### src/inc/thm_pkg.sv
// Constants, types and register map for the two compare timer units.
// Assumes a Wishbone slave that decodes word indexes; data is one byte.
// What this block does
// - Run bit low stops and clears counter
// - Run bit high counts on next tick
// - Unit 0 clock select decodes six sources
// - Unit 1 clock select decodes eight sources
// - Unit 0 modes: interval or PWM
// - Unit 1 modes: interval, carrier, PWM
// - Bit 1 default level, bit 0 enable
// - Identical rewrite while running disturbs nothing
// - Pin level uses latch too; direction sets only the enable
// - Reset loads mode registers with zero
// - Mode registers take bit and byte writes
// - Interval match raises request, clears counter
package thm_pkg;
   localparam int THM_DW = 8;
   localparam int THM_IDX_W = 18;
   localparam logic [17:0] THM_IDX_MODE0 = 18'h0FF69;
   localparam logic [17:0] THM_IDX_MODE1 = 18'h0FF6C;
   localparam logic [17:0] THM_IDX_CMP00 = 18'h0FF18;
   localparam logic [17:0] THM_IDX_UNIT0_COMPARE1 = 18'h0FF19;
   localparam logic [17:0] THM_IDX_CMP01 = 18'h0FF1A;
   localparam logic [17:0] THM_IDX_UNIT1_COMPARE1 = 18'h0FF1B;
   localparam logic [17:0] THM_IDX_PORT = 18'h0FF80;
   localparam logic [17:0] THM_IDX_BITOP = 18'h0FF81;
   localparam logic [17:0] THM_IDX_CNT0 = 18'h0FF82;
   localparam logic [17:0] THM_IDX_CNT1 = 18'h0FF83;
   localparam logic [7:0] THM_MODE_RST = 8'h00;
   localparam logic [7:0] THM_CMP_RST = 8'h00;
   localparam logic [3:0] THM_PORT_RST = 4'h5;
   localparam int THM_PA_DIR = 0;
   localparam int THM_PA_LAT = 1;
   localparam int THM_PB_DIR = 2;
   localparam int THM_PB_LAT = 3;
   localparam int THM_BOP_IDX = 0;
   localparam int THM_BOP_VAL = 3;
   localparam int THM_BOP_UNIT = 4;
   localparam int THM_RUN_BIT = 7;
   localparam int THM_PRE_W = 12;
   localparam int THM_E_DIV2 = 1;
   localparam int THM_E_DIV4 = 2;
   localparam int THM_E_DIV16 = 4;
   localparam int THM_E_DIV64 = 6;
   localparam int THM_E_DIV1024 = 10;
   localparam int THM_E_DIV4096 = 12;
   localparam int THM_RL_W = 9;
   localparam int THM_RL_E128 = 7;
   localparam int THM_RL_E512 = 9;
   localparam logic [2:0] THM_CK_FPRS = 3'h0;
   localparam logic [2:0] THM_U0_DIV2 = 3'h1;
   localparam logic [2:0] THM_U0_DIV4 = 3'h2;
   localparam logic [2:0] THM_U0_DIV64 = 3'h3;
   localparam logic [2:0] THM_U0_DIV1024 = 3'h4;
   localparam logic [2:0] THM_U0_EVENT = 3'h5;
   localparam logic [2:0] THM_U1_DIV4 = 3'h1;
   localparam logic [2:0] THM_U1_DIV16 = 3'h2;
   localparam logic [2:0] THM_U1_DIV64 = 3'h3;
   localparam logic [2:0] THM_U1_DIV4096 = 3'h4;
   localparam logic [2:0] THM_U1_RL128 = 3'h5;
   localparam logic [2:0] THM_U1_RL512 = 3'h6;
   localparam logic [2:0] THM_U1_RL = 3'h7;

   typedef enum logic [1:0] {
      THM_INTERVAL = 2'b00,
      THM_CARRIER = 2'b01,
      THM_PWM = 2'b10,
      THM_BADMODE = 2'b11
   } thm_mode_e;

   typedef struct packed {
      logic run;
      logic [2:0] cks;
      thm_mode_e mode;
      logic lev;
      logic oen;
   } thm_ctl_s;
endpackage

### src/thm_top.sv
// Mode control, clock selection and Wishbone registers for two timers.
// Assumes rl_tick_i pulses once per low-speed oscillator period and
// ev0_out_i is the first event counter's output level, both synchronous.
//
// Implementation choice: register access over Wishbone.
`timescale 1ns/100ps
module thm_top #(
   parameter int ADR_W = 20,
   parameter int PRE_W = thm_pkg::THM_PRE_W
) (
   // Clock and reset
   input wire logic clk_i,
   input wire logic rst_i,
   // Wishbone slave
   input wire logic wb_cyc_i,
   input wire logic wb_stb_i,
   input wire logic wb_we_i,
   input wire logic [ADR_W-1:0] wb_adr_i,
   input wire logic [3:0] wb_sel_i,
   input wire logic [31:0] wb_dat_i,
   output logic [31:0] wb_dat_o,
   output logic wb_ack_o,
   // Count clock sources
   input wire logic rl_tick_i,
   input wire logic ev0_out_i,
   // Interrupt requests
   output logic irq0_o,
   output logic irq1_o,
   // Timer output pins
   output logic pin_a_o,
   output logic pin_a_oe_o,
   output logic pin_b_o,
   output logic pin_b_oe_o
);
   import thm_pkg::*;

   if (ADR_W < THM_IDX_W + 2) begin : g_chk_adr
      $error("Address too narrow for the register indexes.");
   end
   if (PRE_W < THM_E_DIV4096) begin : g_chk_pre
      $error("Prescaler too narrow for the slowest divider.");
   end

   thm_ctl_s md0;
   thm_ctl_s md1;
   thm_ctl_s next_md0;
   thm_ctl_s next_md1;
   logic [7:0] c00;
   logic [7:0] c10;
   logic [7:0] c01;
   logic [7:0] c11;
   logic [7:0] next_c00;
   logic [7:0] next_c10;
   logic [7:0] next_c01;
   logic [7:0] next_c11;
   logic [7:0] pend10;
   logic [7:0] pend11;
   logic [7:0] next_pend10;
   logic [7:0] next_pend11;
   logic pv10;
   logic pv11;
   logic next_pv10;
   logic next_pv11;
   logic [3:0] port;
   logic [3:0] next_port;
   logic [31:0] next_dat;
   logic next_ack;
   logic [PRE_W-1:0] pre;
   logic [THM_RL_W-1:0] rl_cnt;
   logic ev_q;
   logic [PRE_W:0] dtk;
   logic rl128;
   logic rl512;
   logic ev_rise;
   logic tick0;
   logic tick1;
   logic ok0;
   logic ok1;
   logic [7:0] cnt0;
   logic [7:0] cnt1;
   logic m10;
   logic m11;
   logic tout0;
   logic tout1;
   logic req;
   logic wr;
   logic [THM_IDX_W-1:0] idx;
   logic [7:0] d;
   logic [7:0] bop;

   // A write while running may only move the run bit, so a refresh with
   // the same value is harmless and a stray change cannot corrupt a count.
   function automatic thm_ctl_s wr_mode(thm_ctl_s old, logic [7:0] v);
      thm_ctl_s r;
      r = thm_ctl_s'(v);
      if (old.run) begin
         r = old;
         r.run = v[THM_RUN_BIT];
      end
      return r;
   endfunction

   // Main-clock divided rates are strobes from one free-running prescaler; the low-speed ones come from rl_cnt.
   assign dtk[0] = 1'b1;
   for (genvar k = 1; k <= PRE_W; k++) begin : g_div
      assign dtk[k] = &pre[k-1:0];
   end
   assign rl128 = rl_tick_i & (&rl_cnt[THM_RL_E128-1:0]);
   assign rl512 = rl_tick_i & (&rl_cnt[THM_RL_E512-1:0]);
   assign ev_rise = ev0_out_i & ~ev_q;

   always_comb begin
      unique case (md0.cks)
         THM_CK_FPRS: tick0 = dtk[0];
         THM_U0_DIV2: tick0 = dtk[THM_E_DIV2];
         THM_U0_DIV4: tick0 = dtk[THM_E_DIV4];
         THM_U0_DIV64: tick0 = dtk[THM_E_DIV64];
         THM_U0_DIV1024: tick0 = dtk[THM_E_DIV1024];
         THM_U0_EVENT: tick0 = ev_rise;
         default: tick0 = 1'b0;
      endcase
      unique case (md1.cks)
         THM_CK_FPRS: tick1 = dtk[0];
         THM_U1_DIV4: tick1 = dtk[THM_E_DIV4];
         THM_U1_DIV16: tick1 = dtk[THM_E_DIV16];
         THM_U1_DIV64: tick1 = dtk[THM_E_DIV64];
         THM_U1_DIV4096: tick1 = dtk[THM_E_DIV4096];
         THM_U1_RL128: tick1 = rl128;
         THM_U1_RL512: tick1 = rl512;
         THM_U1_RL: tick1 = rl_tick_i;
      endcase
      ok0 = md0.mode == THM_INTERVAL || md0.mode == THM_PWM;
      ok1 = md1.mode != THM_BADMODE;
   end

   thm_unit #(.W(THM_DW)) u_unit0 (
      .clk_i(clk_i),
      .rst_i(rst_i),
      .tick_i(tick0 & ok0),
      .ctl_i(md0),
      .cmp0_i(c00),
      .cmp1_i(c10),
      .cnt_o(cnt0),
      .irq_o(irq0_o),
      .match1_o(m10),
      .tout_o(tout0)
   );

   thm_unit #(.W(THM_DW)) u_unit1 (
      .clk_i(clk_i),
      .rst_i(rst_i),
      .tick_i(tick1 & ok1),
      .ctl_i(md1),
      .cmp0_i(c01),
      .cmp1_i(c11),
      .cnt_o(cnt1),
      .irq_o(irq1_o),
      .match1_o(m11),
      .tout_o(tout1)
   );

   assign req = wb_cyc_i & wb_stb_i & ~wb_ack_o;
   assign wr = req & wb_we_i & wb_sel_i[0];
   assign idx = wb_adr_i[THM_IDX_W+1:2];
   assign d = wb_dat_i[7:0];

   always_comb begin
      next_md0 = md0;
      next_md1 = md1;
      next_c00 = c00;
      next_c01 = c01;
      next_c10 = c10;
      next_c11 = c11;
      next_pend10 = pend10;
      next_pend11 = pend11;
      next_pv10 = pv10 & md0.run;
      next_pv11 = pv11 & md1.run;
      next_port = port;
      bop = '0;
      // A pending compare-1 value moves in at its match.
      if (m10 && pv10) begin
         next_c10 = pend10;
         next_pv10 = 1'b0;
      end
      if (m11 && pv11) begin
         next_c11 = pend11;
         next_pv11 = 1'b0;
      end
      if (wr) begin
         unique case (idx)
            THM_IDX_MODE0: next_md0 = wr_mode(md0, d);
            THM_IDX_MODE1: next_md1 = wr_mode(md1, d);
            THM_IDX_BITOP: begin
               bop = d[THM_BOP_UNIT] ? md1 : md0;
               bop[d[THM_BOP_IDX+:3]] = d[THM_BOP_VAL];
               if (d[THM_BOP_UNIT]) begin
                  next_md1 = wr_mode(md1, bop);
               end else begin
                  next_md0 = wr_mode(md0, bop);
               end
            end
            THM_IDX_CMP00: if (!md0.run) next_c00 = d;
            THM_IDX_CMP01: if (!md1.run) next_c01 = d;
            THM_IDX_UNIT0_COMPARE1: begin
               if (!md0.run) begin
                  next_c10 = d;
               end else begin
                  next_pend10 = d;
                  next_pv10 = 1'b1;
               end
            end
            THM_IDX_UNIT1_COMPARE1: begin
               if (!md1.run) begin
                  next_c11 = d;
               end else begin
                  next_pend11 = d;
                  next_pv11 = 1'b1;
               end
            end
            THM_IDX_PORT: next_port = d[3:0];
            default: next_port = port;
         endcase
      end
   end

   always_comb begin
      next_ack = req;
      next_dat = '0;
      if (req && !wb_we_i) begin
         unique case (idx)
            THM_IDX_MODE0: next_dat[7:0] = md0;
            THM_IDX_MODE1: next_dat[7:0] = md1;
            THM_IDX_CMP00: next_dat[7:0] = c00;
            THM_IDX_UNIT0_COMPARE1: next_dat[7:0] = c10;
            THM_IDX_CMP01: next_dat[7:0] = c01;
            THM_IDX_UNIT1_COMPARE1: next_dat[7:0] = c11;
            THM_IDX_PORT: next_dat[3:0] = port;
            THM_IDX_CNT0: next_dat[7:0] = cnt0;
            THM_IDX_CNT1: next_dat[7:0] = cnt1;
            default: next_dat = '0;
         endcase
      end
   end

   always_ff @(posedge clk_i) begin
      if (rst_i) begin
         md0 <= thm_ctl_s'(THM_MODE_RST);
         md1 <= thm_ctl_s'(THM_MODE_RST);
         c00 <= THM_CMP_RST;
         c10 <= THM_CMP_RST;
         c01 <= THM_CMP_RST;
         c11 <= THM_CMP_RST;
         pend10 <= THM_CMP_RST;
         pend11 <= THM_CMP_RST;
         pv10 <= 1'b0;
         pv11 <= 1'b0;
         port <= THM_PORT_RST;
         wb_ack_o <= 1'b0;
         wb_dat_o <= '0;
         pre <= '0;
         rl_cnt <= '0;
         ev_q <= 1'b0;
         pin_a_o <= 1'b0;
         pin_a_oe_o <= 1'b0;
         pin_b_o <= 1'b0;
         pin_b_oe_o <= 1'b0;
      end else begin
         md0 <= next_md0;
         md1 <= next_md1;
         c00 <= next_c00;
         c10 <= next_c10;
         c01 <= next_c01;
         c11 <= next_c11;
         pend10 <= next_pend10;
         pend11 <= next_pend11;
         pv10 <= next_pv10;
         pv11 <= next_pv11;
         port <= next_port;
         wb_ack_o <= next_ack;
         wb_dat_o <= next_dat;
         pre <= pre + 1'b1;
         if (rl_tick_i) begin
            rl_cnt <= rl_cnt + 1'b1;
         end
         ev_q <= ev0_out_i;
         // Latch high forces the pin high; timer output needs it low.
         pin_a_o <= port[THM_PA_LAT] | tout0;
         pin_a_oe_o <= ~port[THM_PA_DIR];
         pin_b_o <= port[THM_PB_LAT] | tout1;
         pin_b_oe_o <= ~port[THM_PB_DIR];
      end
   end
endmodule

### src/thm_unit.sv
// One 8-bit compare counter with its timer output flip-flop.
// Assumes tick_i is a one-cycle enable already gated by code legality.
`timescale 1ns/100ps
module thm_unit #(
   parameter int W = 8
) (
   // Clock and reset
   input wire logic clk_i,
   input wire logic rst_i,
   // Control
   input wire logic tick_i,
   input wire thm_pkg::thm_ctl_s ctl_i,
   input wire logic [W-1:0] cmp0_i,
   input wire logic [W-1:0] cmp1_i,
   // Results
   output logic [W-1:0] cnt_o,
   output logic irq_o,
   output logic match1_o,
   output logic tout_o
);
   import thm_pkg::*;

   logic [W-1:0] next_cnt;
   logic next_irq;
   logic next_match1;
   logic out;
   logic next_out;

   if (W < 1) begin : g_chk
      $error("Counter width must be positive.");
   end

   always_comb begin
      next_cnt = cnt_o;
      next_out = out;
      next_irq = 1'b0;
      next_match1 = 1'b0;
      if (!ctl_i.run) begin
         next_cnt = '0;
         next_out = ctl_i.lev;
      end else if (tick_i) begin
         next_cnt = cnt_o + 1'b1;
         unique case (ctl_i.mode)
            THM_INTERVAL: begin
               if (cnt_o == cmp0_i) begin
                  next_cnt = '0;
                  next_irq = 1'b1;
                  next_out = ~out;
               end
            end
            THM_PWM: begin
               if (cnt_o == cmp0_i) begin
                  next_cnt = '0;
                  next_irq = 1'b1;
                  next_out = ~ctl_i.lev;
               end else if (cnt_o == cmp1_i) begin
                  next_out = ctl_i.lev;
                  next_match1 = 1'b1;
               end
            end
            THM_CARRIER: begin
               if (cnt_o == cmp1_i) begin
                  next_cnt = '0;
                  next_irq = 1'b1;
                  next_out = ~out;
                  next_match1 = 1'b1;
               end else if (cnt_o == cmp0_i) begin
                  next_out = ~out;
               end
            end
            default: begin
               next_cnt = cnt_o;
            end
         endcase
      end
   end

   always_ff @(posedge clk_i) begin
      if (rst_i) begin
         cnt_o <= '0;
         out <= 1'b0;
         irq_o <= 1'b0;
         match1_o <= 1'b0;
         tout_o <= 1'b0;
      end else begin
         cnt_o <= next_cnt;
         out <= next_out;
         irq_o <= next_irq;
         match1_o <= next_match1;
         tout_o <= ctl_i.oen & next_out;
      end
   end
endmodule

### config.mk
export PLATFORM = sky130hd
export DESIGN_NAME = thm_top
export DESIGN_NICKNAME = d
export VERILOG_FILES = /design/src/inc/thm_pkg.sv /design/src/thm_top.sv /design/src/thm_unit.sv
export SDC_FILE = /design/constraint.sdc
export NUM_CORES = 1
export LEC_CHECK = 0
export BUFFER_PORTS_ARGS = -buffer_cell sky130_fd_sc_hd__buf_2
export CORE_MARGIN = 3
export CORE_UTILIZATION = 23
export CTS_BUF_LIST = sky130_fd_sc_hd__clkbuf_16
export CTS_CLUSTER_SIZE = 12
export DETAILED_ROUTE_END_ITERATION = 7
export GPL_ROUTABILITY_DRIVEN = 1
export SLEW_MARGIN = 10
export SYNTH_ARGS = -nofsm -noshare
export SYNTH_HDL_FRONTEND = slang
export SYNTH_SLANG_ARGS = --single-unit
### constraint.sdc
create_clock -name clk_i -period 3.9 [get_ports clk_i]
set_input_delay 0.195 -clock clk_i [delete_from_list [all_inputs] [get_ports clk_i]]
set_output_delay 0.195 -clock clk_i [all_outputs]
set_load 0.02 [all_outputs]
# ---- Word-level counts from Yosys, hierarchy flattened
# Index checks and enable logic that the tools add are counted.
dict set report totals {
  in_bits 63
  ff_bits 153
  out_inout_bits 39
}
dict set report op_classes {
  n_reduce_logical 39
  eq_ne 37
  bitwise 28
  n_mux 62
  order_cmp 2
  add_sub_neg 4
}
# op count
set op_table {}
lappend op_table {{18-bit by 16-bit equality test with 1-bit output (second input constant)} 10}
lappend op_table {{8-bit 2-to-1 mux} 15}
lappend op_table {{8-bit one-hot mux with 2 select lines} 4}
lappend op_table {{4-bit one-hot mux with 9 select lines} 1}
lappend op_table {{8-bit equality test} 4}
lappend op_table {{4-bit one-hot mux with 8 select lines} 1}
lappend op_table {{7-bit 2-to-1 mux} 4}
lappend op_table {{1-bit 2-to-1 mux} 27}
lappend op_table {{3-bit equality test (second input constant)} 6}
lappend op_table {{3-bit AND reduction} 6}
lappend op_table {{8-bit by 1-bit adder with 8-bit output (second input constant)} 2}
lappend op_table {{2-bit inequality test (second input constant)} 7}
lappend op_table {{1-bit AND} 13}
lappend op_table {{1-bit inverter} 13}
lappend op_table {{12-bit by 1-bit adder with 12-bit output (second input constant)} 1}
lappend op_table {{3-bit by 2-bit equality test with 1-bit output (second input constant)} 4}
lappend op_table {{12-bit AND reduction} 1}
lappend op_table {{10-bit AND reduction} 1}
lappend op_table {{5-bit AND reduction} 2}
lappend op_table {{2-bit OR reduction} 5}
lappend op_table {{9-bit by 1-bit adder with 9-bit output (second input constant)} 1}
lappend op_table {{9-bit AND reduction} 1}
lappend op_table {{8-bit bitwise mux} 1}
lappend op_table {{1-bit one-hot mux with 2 select lines} 4}
lappend op_table {{other kinds (21)} 38}

# ---- Logic depth before layout (Yosys ltp)
# Gate-level depths: netlist of run 1.
dict set report depth {
  word_depth 8
  depth_mapped 12
}

# ---- By module
# Synthesis of run 1 repeated with hierarchy kept, for this count alone.
dict set report hier_totals {
  hier_cells 768
  hier_area_um2 7136.8
}
# module area_each_um2 seq_area_each_um2 n_inst cells_each
set modules_own_cells {}
lappend modules_own_cells {thm_top 5382.7 2102.0 1 564}
lappend modules_own_cells {thm_unit 877.1 240.2 2 102}

# ---- Least setup slack after synthesis of run 1
# No wires, ideal clock.
dict set report synth_path {
  path_kind {register -> register}
  from {register rl_cnt[0]}
  to {register u_unit1.cnt_o[7]}
  setup_slack_ps 1711
  path_stages_with_launch 12
  required_ps 3830
  synth_period_minus_slack_ps 2189
  arrival_ps 2118
  path_cell_list {dfxtp_1 > ha_1 > nand2_1 > nor3_1 > ha_1 > a21oi_1 > nor3_1 > a22oi_1 > and2_1 > buf_2 > or4b_1 > a21oi_1}
}
dict set report synth_via {
  elab_chain_cells 5
  elab_cells_between_ends 7
  cone_classes {mux (1); bitwise (3); reduce/logical (3)}
}
# item line
set synth_lines {}
lappend synth_lines {{from (decl)} thm_top.sv:69} ;# logic [THM_RL_W-1:0] rl_cnt;
lappend synth_lines {{from (signal assigned)} thm_top.sv:283} ;# rl_cnt <= rl_cnt + 1'b1;
lappend synth_lines {{9-bit AND reduction or 7-bit AND reduction (tied branches)} {thm_top.sv:109, thm_top.sv:108}}
lappend synth_lines {{1-bit AND, on equally long branches} {thm_top.sv:109, thm_top.sv:108}}
lappend synth_lines {{1-bit one-hot mux with 8 select lines *} thm_top.sv:122} ;# unique case (md1.cks)
lappend synth_lines {{1-bit AND *} thm_top.sv:152} ;# .tick_i(tick1 & ok1),
lappend synth_lines {{2-bit AND reduction (no line) *} n/a}
lappend synth_lines {{to (signal assigned)} thm_unit.sv:86} ;# cnt_o <= next_cnt;
lappend synth_lines {{to (decl)} thm_unit.sv:16} ;# output logic [W-1:0] cnt_o,
# Mark *: on every way between the ends. The rest lies on a longest branch, timed or not.
# A chain may end at the register's enable or synchronous reset.

# ---- Worst setup path in the final report of run 1
dict set report layout_path {
  from {register rl_cnt[0]}
  to {register u_unit1.cnt_o[5]}
}
# Same word-level chain as after synthesis.

==> run metrics, run 1 <==
status=complete, no violations; MaxCap Viol Count=0; yosys warns=0; Synth Register Bits=129; DRT iter0 DRCs=635; Yosys cell types=75; vias in the first global route=5,868; Top Registers=pre x12, rl_cnt x9; Num CTS Buffers=17; Max VDD drop=0.264 mV; Post-Synth XOR/XNOR Area=between 6 and 7%; total negative slack=0 ns; Final setup viols=0; Post-Route WL=a little over 20,000 um; RSZ-0062 raised after global routing=false; Biggest register=pre; Leakage=2.92 nW; Setup CP Type=register to register; Top FF cell, synth=dfxtp_1; Hold WC Path Type=input port to register; Reg2Reg Depth=10; final core utilization=between 20% and 30%; adder-cell area share of the yosys netlist=2.33%; post-DP HPWL=14,700 um; Post-synth EDFFs=0; reg-to-reg startpoint=rl_cnt[0]; clk_skew=~0.008 ns; Total GRT Usage=12.6%; post-route ant nets=0; Die Ht=180 um; largest net degree at the start of global routing=approximately 70; hold buffers post-CTS=0; Reg clk slew, reported paths=roughly 0.060 ns; clk sinks=129; final worst path period need=2.62 ns; post-CTS sizing=0; DR vias/cell=4.91; relative slew slack=about 44%; post-synthesis mux area share=6.80%; Post-CTS Setup Bufs=0; Mapped Area=6980 um^2; initial antenna violation count=3; 1st-pass router iterations=5; crit path max fanout=17; layout cell share with drive strength beyond 1=12.1%; hold path start=ev0_out_i; first-pass GRT wire length=about 33,000 um; Critical Path End Type=register; Arr. time, crit path=2.97 ns; CTS tree=done; simple-gate share of the synthesized area=25.0%; largest family of logic cells by synthesized area=simple AND/OR/NAND/NOR gates; Final Hold Fails=0; Final Cycle Share=67.3%; Die Footprint=32,500 um^2; routability cong.=0.915; drt drc=0; root buffer cell=clkbuf_16; nets=between 900 and 1,000; Layout area overhead=15.7%; Mean Syn Cell Area=8.48 um^2; CP Data Required Time=4.24 ns; post-synthesis sequential area ratio=37.0%; fmax=381 MHz; max reg flops=12; Std-Cell Core Area=29,800 um^2; FFs w/ async S/R, synth=0%; Vias=6,161; crit path launch=rl_cnt[0]; # rows=63; Clock Path Buffers=2; Synth Area in Compound Gates=between 15 and 20%; gr ovfl total=0; clock latency on the worst-skew pair=0.42 ns; Max H-tree Level=4; I/O pin cnt=102; Post-Synthesis Cells=823; P per Cell Area=387 nW/um^2; Final Max Slew Viols=0; Hold Path Stages=2; DIE WIDTH=between 150 and 200 um; Startpoint Class=register; Starting Density=23.4%; Wirelength per Cell=16.5 um; I/O Buffers=48; Worst-Margin Slew=0.822 ns
-- kinds of logic after synthesis --
kind of cell,Yosys count
flops,129
simple gates,336
mux,47
other cells,1
compound gates,159
xor+xnor,53
fa+ha+maj,13
buf+inv,85
-- synthesized netlist by cell type, types with 3 or more instances --
cell	n	area share, %
nor3_1	20	1.4
o21ai_0	18	1.3
dfxtp_1	129	37
a222oi_1	8	1.1
inv_1	16	0.86
or3_1	8	0.72
o2bb2ai_1	3	0.38
a22oi_1	10	1.1
o31ai_1	5	0.54
nand3b_1	5	0.54
a221oi_1	5	0.63
nand2b_1	4	0.36
nor3b_1	3	0.32
or4b_1	6	0.86
clkbuf_1	22	1.2
nand3_1	45	3.2
nand2_1	61	3.3
xor2_1	16	2.0
and3_1	11	0.99
nand4_1	14	1.3
nor2b_1	11	0.99
ha_1	13	2.3
buf_1	5	0.27
o22ai_1	3	0.27
nor3_2	3	0.43
buf_2	15	1.1
a211oi_1	6	0.65
and4_1	3	0.38
nor2_1	113	6.1
xnor2_1	37	4.6
buf_6	3	0.48
a21oi_1	48	3.4
a31oi_1	10	0.90
mux2i_1	44	6.3
buf_4	24	2.6
a22o_1	4	0.50
a311oi_1	16	2.0
nor4_1	5	0.45
-- critical path, cell delays in order, from the launching register on --
cell and delay, ns:
dfxtp_1 0.38, ha_1 0.23, nand2_1 0.09, nor3_1 0.15
ha_1 0.18, a21oi_1 0.07, nor3_1 0.16, a22oi_1 0.22
and2_1 0.37, or4b_1 0.55, a21oi_1 0.15
-- placed cells by master, fill, tap and decap left out, types with 10 or more instances in the layout --
cell type  netlist  layout
and3_1          11      11
conb_1           1      24
ha_1            13      13
nand4_1         14      14
inv_1           16      17
dfxtp_1        129     129
xnor2_1         37      37
a31oi_1         10      10
buf_2           15      47
nor2b_1         11      11
nand3_1         45      45
a21oi_1         48      48
nand2_1         61      61
nor3_1          20      20
a311oi_1        16      16
a22oi_1         10      10
nor2_1         113     113
xor2_1          16      16
o21ai_0         18      18
clkbuf_16        0      17
mux2i_1         44      44
-- stage by stage --
stage / instances / hold WS [ns] / setup WS [ns] / total power, mW / cell area, um^2
floorplan: 846 / 0.323 / 1.71 / 1.46 / 7060
global placement: 1221 / 0.441 / 1.35 / 1.48 / 7450
detailed placement: 1221 / 0.447 / 1.34 / 1.48 / 7450
CTS: 1253 / 0.0491 / 1.30 / 3.16 / 8070
global route: 1253 / 0.0696 / 1.09 / 3.24 / 8070
finish: 1254 / 0.0603 / 1.28 / 3.13 / 8070
-- power breakdown --
| part | leakage (nW) | internal [mW] | switching [mW] |
|---|---|---|---|
| Sequential | 1.04 | 1.32 | 0.00535 |
| Combinational | 1.59 | 0.0338 | 0.0950 |
| Clock | 0.292 | 1.06 | 0.604 |
| Total | 2.92 | 2.42 | 0.704 |
-- final cells by class --
cell class              instances  area [um^2]
diodes                          1         2.50
repair buffers                 54          288
clock inverters                15          193
clock buffers                  17          425
multi-input cells             632         4030
fillers                      3199        21700
flip-flops and latches        129         2580
well taps                     390          488
inverters                      16         60.1
-- final timing paths --
path	end	slack [ns]
max	u_unit1.cnt_o[5]	1.28
min	ev_q	0.06
max reg2reg	u_unit1.cnt_o[5]	1.28
min reg2reg	pin_a_o	0.46
-- metal layers --
metal	share of wire, %	up-vias	GRT usage (%)
met5	0.23	-	0
met4	2.8	6	4.64
met3	9.7	43	4.40
met2	42	270	17.9
met1	46	2875	17.4
li1	-	2967	-
Note: power is estimated with default switching activity, not from simulation.
==> run 2, diff against run 1 <==
- clock period: 3.9 -> 2.2 ns (I/O delays scaled with it)
==> run 2 against run 1 <==
Worst hold slack got worse by 0.012 ns; clock power up 65%; non-clock buffer count grew 66; utilization rose by 1.8 points; die area stayed put.
==> run metrics, run 2 (synthesized netlist as in run 1, its figures left out) <==
crit path max fanout=5 (-12); Total GRT Usage=13.2% (+0.66 points); DRT iter0 DRCs=802 (+26%); clock latency on the worst-skew pair=0.42 ns (about the same); Final setup viols=0 (unchanged); Layout area overhead=23.4%; Num CTS Buffers=17 (unchanged); Startpoint Class=register; met3 usage in global routing=4.48% (+0.081 points); CP Data Required Time=2.55 ns (-1.69 ns); Hold WC Path Type=input port to register; hold path start=rst_i; Std-Cell Core Area=29,800 um^2 (unchanged); Max H-tree Level=4 (unchanged); layout cell share with drive strength beyond 1=20.1% (+8.0 points); crit-path cells=ha_4 -> nand2_2 -> nor3_2 -> ha_2 -> a21oi_2 -> nor3_2 -> a22oi_2 -> and2_4 -> or4b_1 -> a21oi_2; clk sinks=129 (unchanged); gr ovfl total=0 (unchanged); Clock Path Buffers=2 (unchanged); RSZ-0062 raised after global routing=true; Wirelength per Cell=16.6 um (+0.97%); Reg clk slew, reported paths=0.06 ns (about the same); Die Ht=180 um (unchanged); fmax=460 MHz (+21%); critical path's top delay family=simple AND/OR/NAND/NOR gates; final core utilization=28.9% (+1.8 points); most common cell after layout, fill and taps aside=dfxtp_1; GRT met2 Usage=18.9% (+0.98 points); Hold Path Stages=2 (unchanged); Post-Route WL=22,000 um (+6.6%); Vias=6,538 (+6.1%); reg2reg setup slack=0.03 ns (-1.25 ns); WP buf/inv=0 (unchanged); placed cell areas=7930 um^2 (+6.4%); max reg flops=12 (unchanged); most frequent cells in the layout=127 x dfxtp_1, 113 x nor2_1, 71 x buf_4; # rows=63 (unchanged); status=complete, no violations; initial antenna violation count=6 (+3); nets=994 (+7.3%); Hold Path End=md0[1]; Top Registers=pre x12, rl_cnt x9; Final Hold Fails=0 (unchanged); Final Max Slew Viols=0 (unchanged); vias in the first global route=5,959 (+1.6%); routability cong.=0.945 (+3.2%); CTS tree=done; Setup CP Type=register to register; slowest CP cell=or4b_1; Critical Path End Type=register; P per Cell Area=623 nW/um^2 (+61%); MaxCap Viol Count=0 (unchanged); busiest grt layer=met2; relative slew slack=52.9% (+8.4 points); Die Footprint=32,500 um^2 (unchanged); post-DP HPWL=15,800 um (+7.6%); Worst-Margin Slew=0.702 ns (-0.121 ns); clk_skew=0.00791 ns (+0.000126 ns); DIE WIDTH=180 um (unchanged); Final Cycle Share=98.7% (+31 points); first-pass GRT wire length=34,200 um (+4.7%); placed insts=1,283 (+5.1%); post-route ant nets=0 (unchanged); hold slack final=0.0486 ns (-0.0118 ns); Reg2Reg Depth=10 (unchanged); RR Endpoint=u_unit1.cnt_o[7]; 1st-pass router iterations=6 (+1); I/O pin cnt=102 (unchanged); DR vias/cell=4.94 (+0.51%); largest net degree at the start of global routing=54 (-21%); Arr. time, crit path=2.53 ns (-0.44 ns); cell area after layout=8610 um^2 (+6.7%); reg-to-reg startpoint=rl_cnt[1]; drt drc=0 (unchanged); final worst path period need=2.17 ns (-0.451 ns); Tot Pwr=5.37 mW (+72%); slowest stage delay, CP=0.48 ns (-0.07 ns); root buffer cell=clkbuf_16; I/O Buffers=48 (unchanged); Biggest register=pre; Leakage=3.26 nW (+11%); Max VDD drop=0.500 mV (+89%); met1 usage=18.8% (+1.3 points); Starting Density=23.4% (unchanged); Non-Filler Instances=1,324 (+5.6%)
[run 2: cell types whose count changed in the layout (fill, tap and decap cells not counted), sizes merged, moves of 2 or more]
cell    change
and2        +2
bufinv      -2
diode       +2
buf        +65
[run 2: timing repair]
action / 4_1_cts / 5_1_grt
endpoints found under the hold margin: 1 / 0
pin swaps: 15 / 6
buffers inserted: 2 / 1
resized for setup: 13 / 6
endpoints found under the setup margin: 10 / 12
cloned: 2 / 0
hold buffers: 1 / 0
[run 2: worst register-to-register path, cell delays in order, from the launching register on]
cell and delay (ns):
dfxtp_2 0.35, ha_4 0.14, nand2_2 0.05, nor3_2 0.17, ha_2 0.19, a21oi_2 0.05, nor3_2 0.13, a22oi_2 0.18
and2_4 0.23, or4b_1 0.48, a21oi_2 0.14
[run 2: layer usage]
layer	routed length (um)	vias up
li1	-	3126
met1	10100	3045
met2	9190	325
met3	2290	36
met4	413	6
met5	46	-
[run 2: worst max-delay path by stage]
stage / start / end / cells past startpoint
3_5_place_dp: rl_cnt[0] / u_unit1.cnt_o[7] / 10
5_1_grt: rl_cnt[1] / u_unit1.tout_o / 11
3_3_place_gp: rl_cnt[0] / u_unit1.cnt_o[5] / 10
4_1_cts: rl_cnt[1] / u_unit1.cnt_o[7] / 10
2_1_floorplan: rl_cnt[0] / u_unit1.cnt_o[7] / 11
6_report: rl_cnt[1] / u_unit1.cnt_o[7] / 10
[run 2: where the power goes]
group	total (mW)	switching [mW]	internal [mW]	leakage [nW]
clock network	2.75	1.10	1.65	0.270
logic	0.256	0.179	0.0763	1.94
registers	2.36	0.00815	2.35	1.04
[run 2: layout make-up]
class                      instances  area, um^2
fill                            3166       21200
multi-input combinational        634        4100
sequential                       129        2580
timing repair buffer             120         798
tap                              390         488
clock buffer                      17         425
clock inverter                    15         143
inverter                          16        60.1
antenna                            3        7.51
[run 2: through the flow]
step | setup WS, ns | TNS, ns
floorplan | 0.0114 | 0
global route | -0.0823 | -0.436
detailed placement | -0.258 | -2.07
finish | 0.0276 | 0
global placement | -0.174 | -1.38
CTS | 0.00760 | 0
==> run 3, diff against run 2 <==
- REMOVE_ABC_BUFFERS: unset -> 1
==> run 3 against run 2 <==
The flow now finishes with violations (negative setup slack); critical path depth is 1 lower; wire length down 3.1%; via count shrank 0.44%; utilization up 0.16 points; clock-buffer cell count did not move; worst hold slack worse by 0.0039 ns; largest cell class unchanged; sequential power about the same.
==> run metrics, run 3 (synthesized netlist as in run 1, its figures left out) <==
Top Registers=pre x12, rl_cnt x9; Startpoint Class=register; RSZ-0062 raised after global routing=true; DP Worst Slack=-0.207 ns (+0.0507 ns); I/O pin cnt=102 (unchanged); Wirelength per Cell=16.2 um (-2.4%); FILL cells=3,194 (+0.88%); root buffer cell=clkbuf_16; crit-path cells=nand4_1 -> nor3_4 -> ha_2 -> a21oi_2 -> nor3_2 -> a22oi_2 -> and2_4 -> or4b_4 -> a21oi_2; internal power=4.29 mW (+5.2%); Post-Route WL=21,300 um (-3.1%); Worst-Margin Slew=0.692 ns (-0.00965 ns); Reg2Reg Depth=9 (-1); vias in the first global route=6,046 (+1.5%); relative slew slack=53.9% (+0.96 points); Hold Path Stages=2 (unchanged); Die Footprint=32,500 um^2 (unchanged); fmax=454 MHz (-1.4%); critical path's top delay family=simple AND/OR/NAND/NOR gates; Clk network pwr share=52.8% (+1.5 points); reg2reg setup slack=-0.004 ns (-0.03 ns); largest net degree at the start of global routing=35 (-35%); most used cell, CP=a21oi_2; Final Hold Fails=0 (unchanged); Max H-tree Level=4 (unchanged); slowest CP cell=or4b_4; Vias=6,509 (-0.44%); 1st-pass router iterations=7 (+1); Die Ht=180 um (unchanged); initial antenna violation count=0 (-6); crit path max fanout=7 (+2); CP Data Required Time=2.57 ns (+0.02 ns); WP buf/inv=0 (unchanged); final worst path period need=2.20 ns (+0.0316 ns); Final Cycle Share=100% (+1.4 points); Arr. time, crit path=2.57 ns (+0.04 ns); sequential share of power=42.7% (-1.2 points); Starting Density=23.4% (unchanged); DR vias/cell=4.95 (+0.31%); Final Max Slew Viols=0 (unchanged); max reg flops=12 (unchanged); clk sinks=129 (unchanged); sw power=1.23 mW (-4.5%); status=finished with violations; Setup CP Type=register to register; gr ovfl total=0 (unchanged); most frequent cells in the layout=123 x dfxtp_1, 113 x nor2_1, 62 x buf_4; I/O Buffers=48 (unchanged); Num CTS Buffers=17 (unchanged); Sw Ratio=22.3% (-1.7 points); post-route ant nets=0 (unchanged); Biggest register=pre; final setup margin=-0.00394 ns (-0.0316 ns); Total GRT Usage=12.7% (-0.51 points); Std-Cell Core Area=29,800 um^2 (unchanged); # rows=63 (unchanged); RR Endpoint=u_unit1.cnt_o[5]; combinational share of power=4.5% (-0.3 points); final core utilization=29.1% (+0.16 points); reg-to-reg startpoint=rl_cnt[6]; CTS tree=done; clk_skew=0.0112 ns (+0.00329 ns); DIE WIDTH=180 um (unchanged); MaxCap Viol Count=0 (unchanged); Critical Path End Type=register; clock latency on the worst-skew pair=0.43 ns (about the same); Hold Path End=md1[4]; routability cong.=0.909 (-3.8%); Layout area overhead=24.1%; Leakage=3.29 nW (+1.0%); hold path start=rst_i; drt drc=0 (unchanged); most common cell after layout, fill and taps aside=dfxtp_1; number of inserted diodes=0 (-3); Max VDD drop=0.397 mV (-20%); DRT iter0 DRCs=560 (-30%); Reg clk slew, reported paths=0.06 ns (about the same); Clock Path Buffers=2 (unchanged); Final setup viols=1 (+1); first-pass GRT wire length=33,300 um (-2.5%); nets=987 (-0.70%); Hold WC Path Type=input port to register; slowest stage delay, CP=0.52 ns (+0.04 ns); P per Cell Area=637 nW/um^2 (+2.3%); failing checks=negative setup slack; layout cell share with drive strength beyond 1=19.8% (-0.28 points); post-DP HPWL=15,200 um (-3.7%)
## run 3: how the worst max path moves through the flow
stage,startpoint,to,slack (ns),cells after the start
3_5_place_dp,rl_cnt[0],u_unit1.cnt_o[5],-0.21,10
4_1_cts,rl_cnt[1],u_unit1.cnt_o[5],-0.02,10
2_1_floorplan,rl_cnt[0],u_unit1.cnt_o[7],0.007,10
3_3_place_gp,rl_cnt[0],u_unit1.cnt_o[3],-0.14,10
6_report,rl_cnt[6],u_unit1.cnt_o[5],-0.004,9
5_1_grt,rl_cnt[6],u_unit1.cnt_o[7],-0.11,9
## run 3: power by group through the flow
stage / clock [mW] / combinational (mW) / sequential, mW
2_1_floorplan: 0 / 0.0984 / 2.41
3_3_place_gp: 0 / 0.240 / 2.40
3_5_place_dp: 0 / 0.241 / 2.40
4_1_cts: 2.97 / 0.246 / 2.36
5_1_grt: 3.07 / 0.268 / 2.36
6_report: 2.91 / 0.248 / 2.36
## run 3: repair_timing
item | in CTS | in global routing
gates cloned | 1 | 0
endpoints found under the setup margin | 10 | 20
hold buffers | 1 | 0
resized for setup | 12 | 14
hold endpoints to repair | 1 | 0
pin swaps | 14 | 15
buffers inserted | 4 | 0
## run 3: final cells by class
| class | instances | area [um^2] | share of cell area, % |
|---|---|---|---|
| well taps | 390 | 488 | 5.64 |
| clock buffers | 17 | 425 | 4.91 |
| multi-input cells | 633 | 4130 | 47.7 |
| inverters | 16 | 60.1 | 0.694 |
| repair buffers | 114 | 791 | 9.13 |
| flip-flops and latches | 129 | 2590 | 29.9 |
| clock inverters | 15 | 178 | 2.05 |
## run 3: routing by layer
layer,wire (um),vias up,global-route usage (%)
li1,-,3097,-
met1,9350,3114,17.4
met2,9740,271,19.4
met3,1890,27,3.53
met4,345,0,3.99
met5,0,-,0
## run 3: through the flow
step                cell area [um^2]  std cells  total power [mW]  hold slack [ns]  setup TNS (ns)
finish                          8660       1314              5.52           0.0447        -0.00394
global route                    8660       1314              5.69           0.0525          -0.666
CTS                             8600       1314              5.57           0.0378         -0.0222
detailed placement              7910       1276              2.65            0.361           -1.41
global placement                7910       1276              2.64            0.354          -0.763
floorplan                       6670        777              2.50            0.177               0
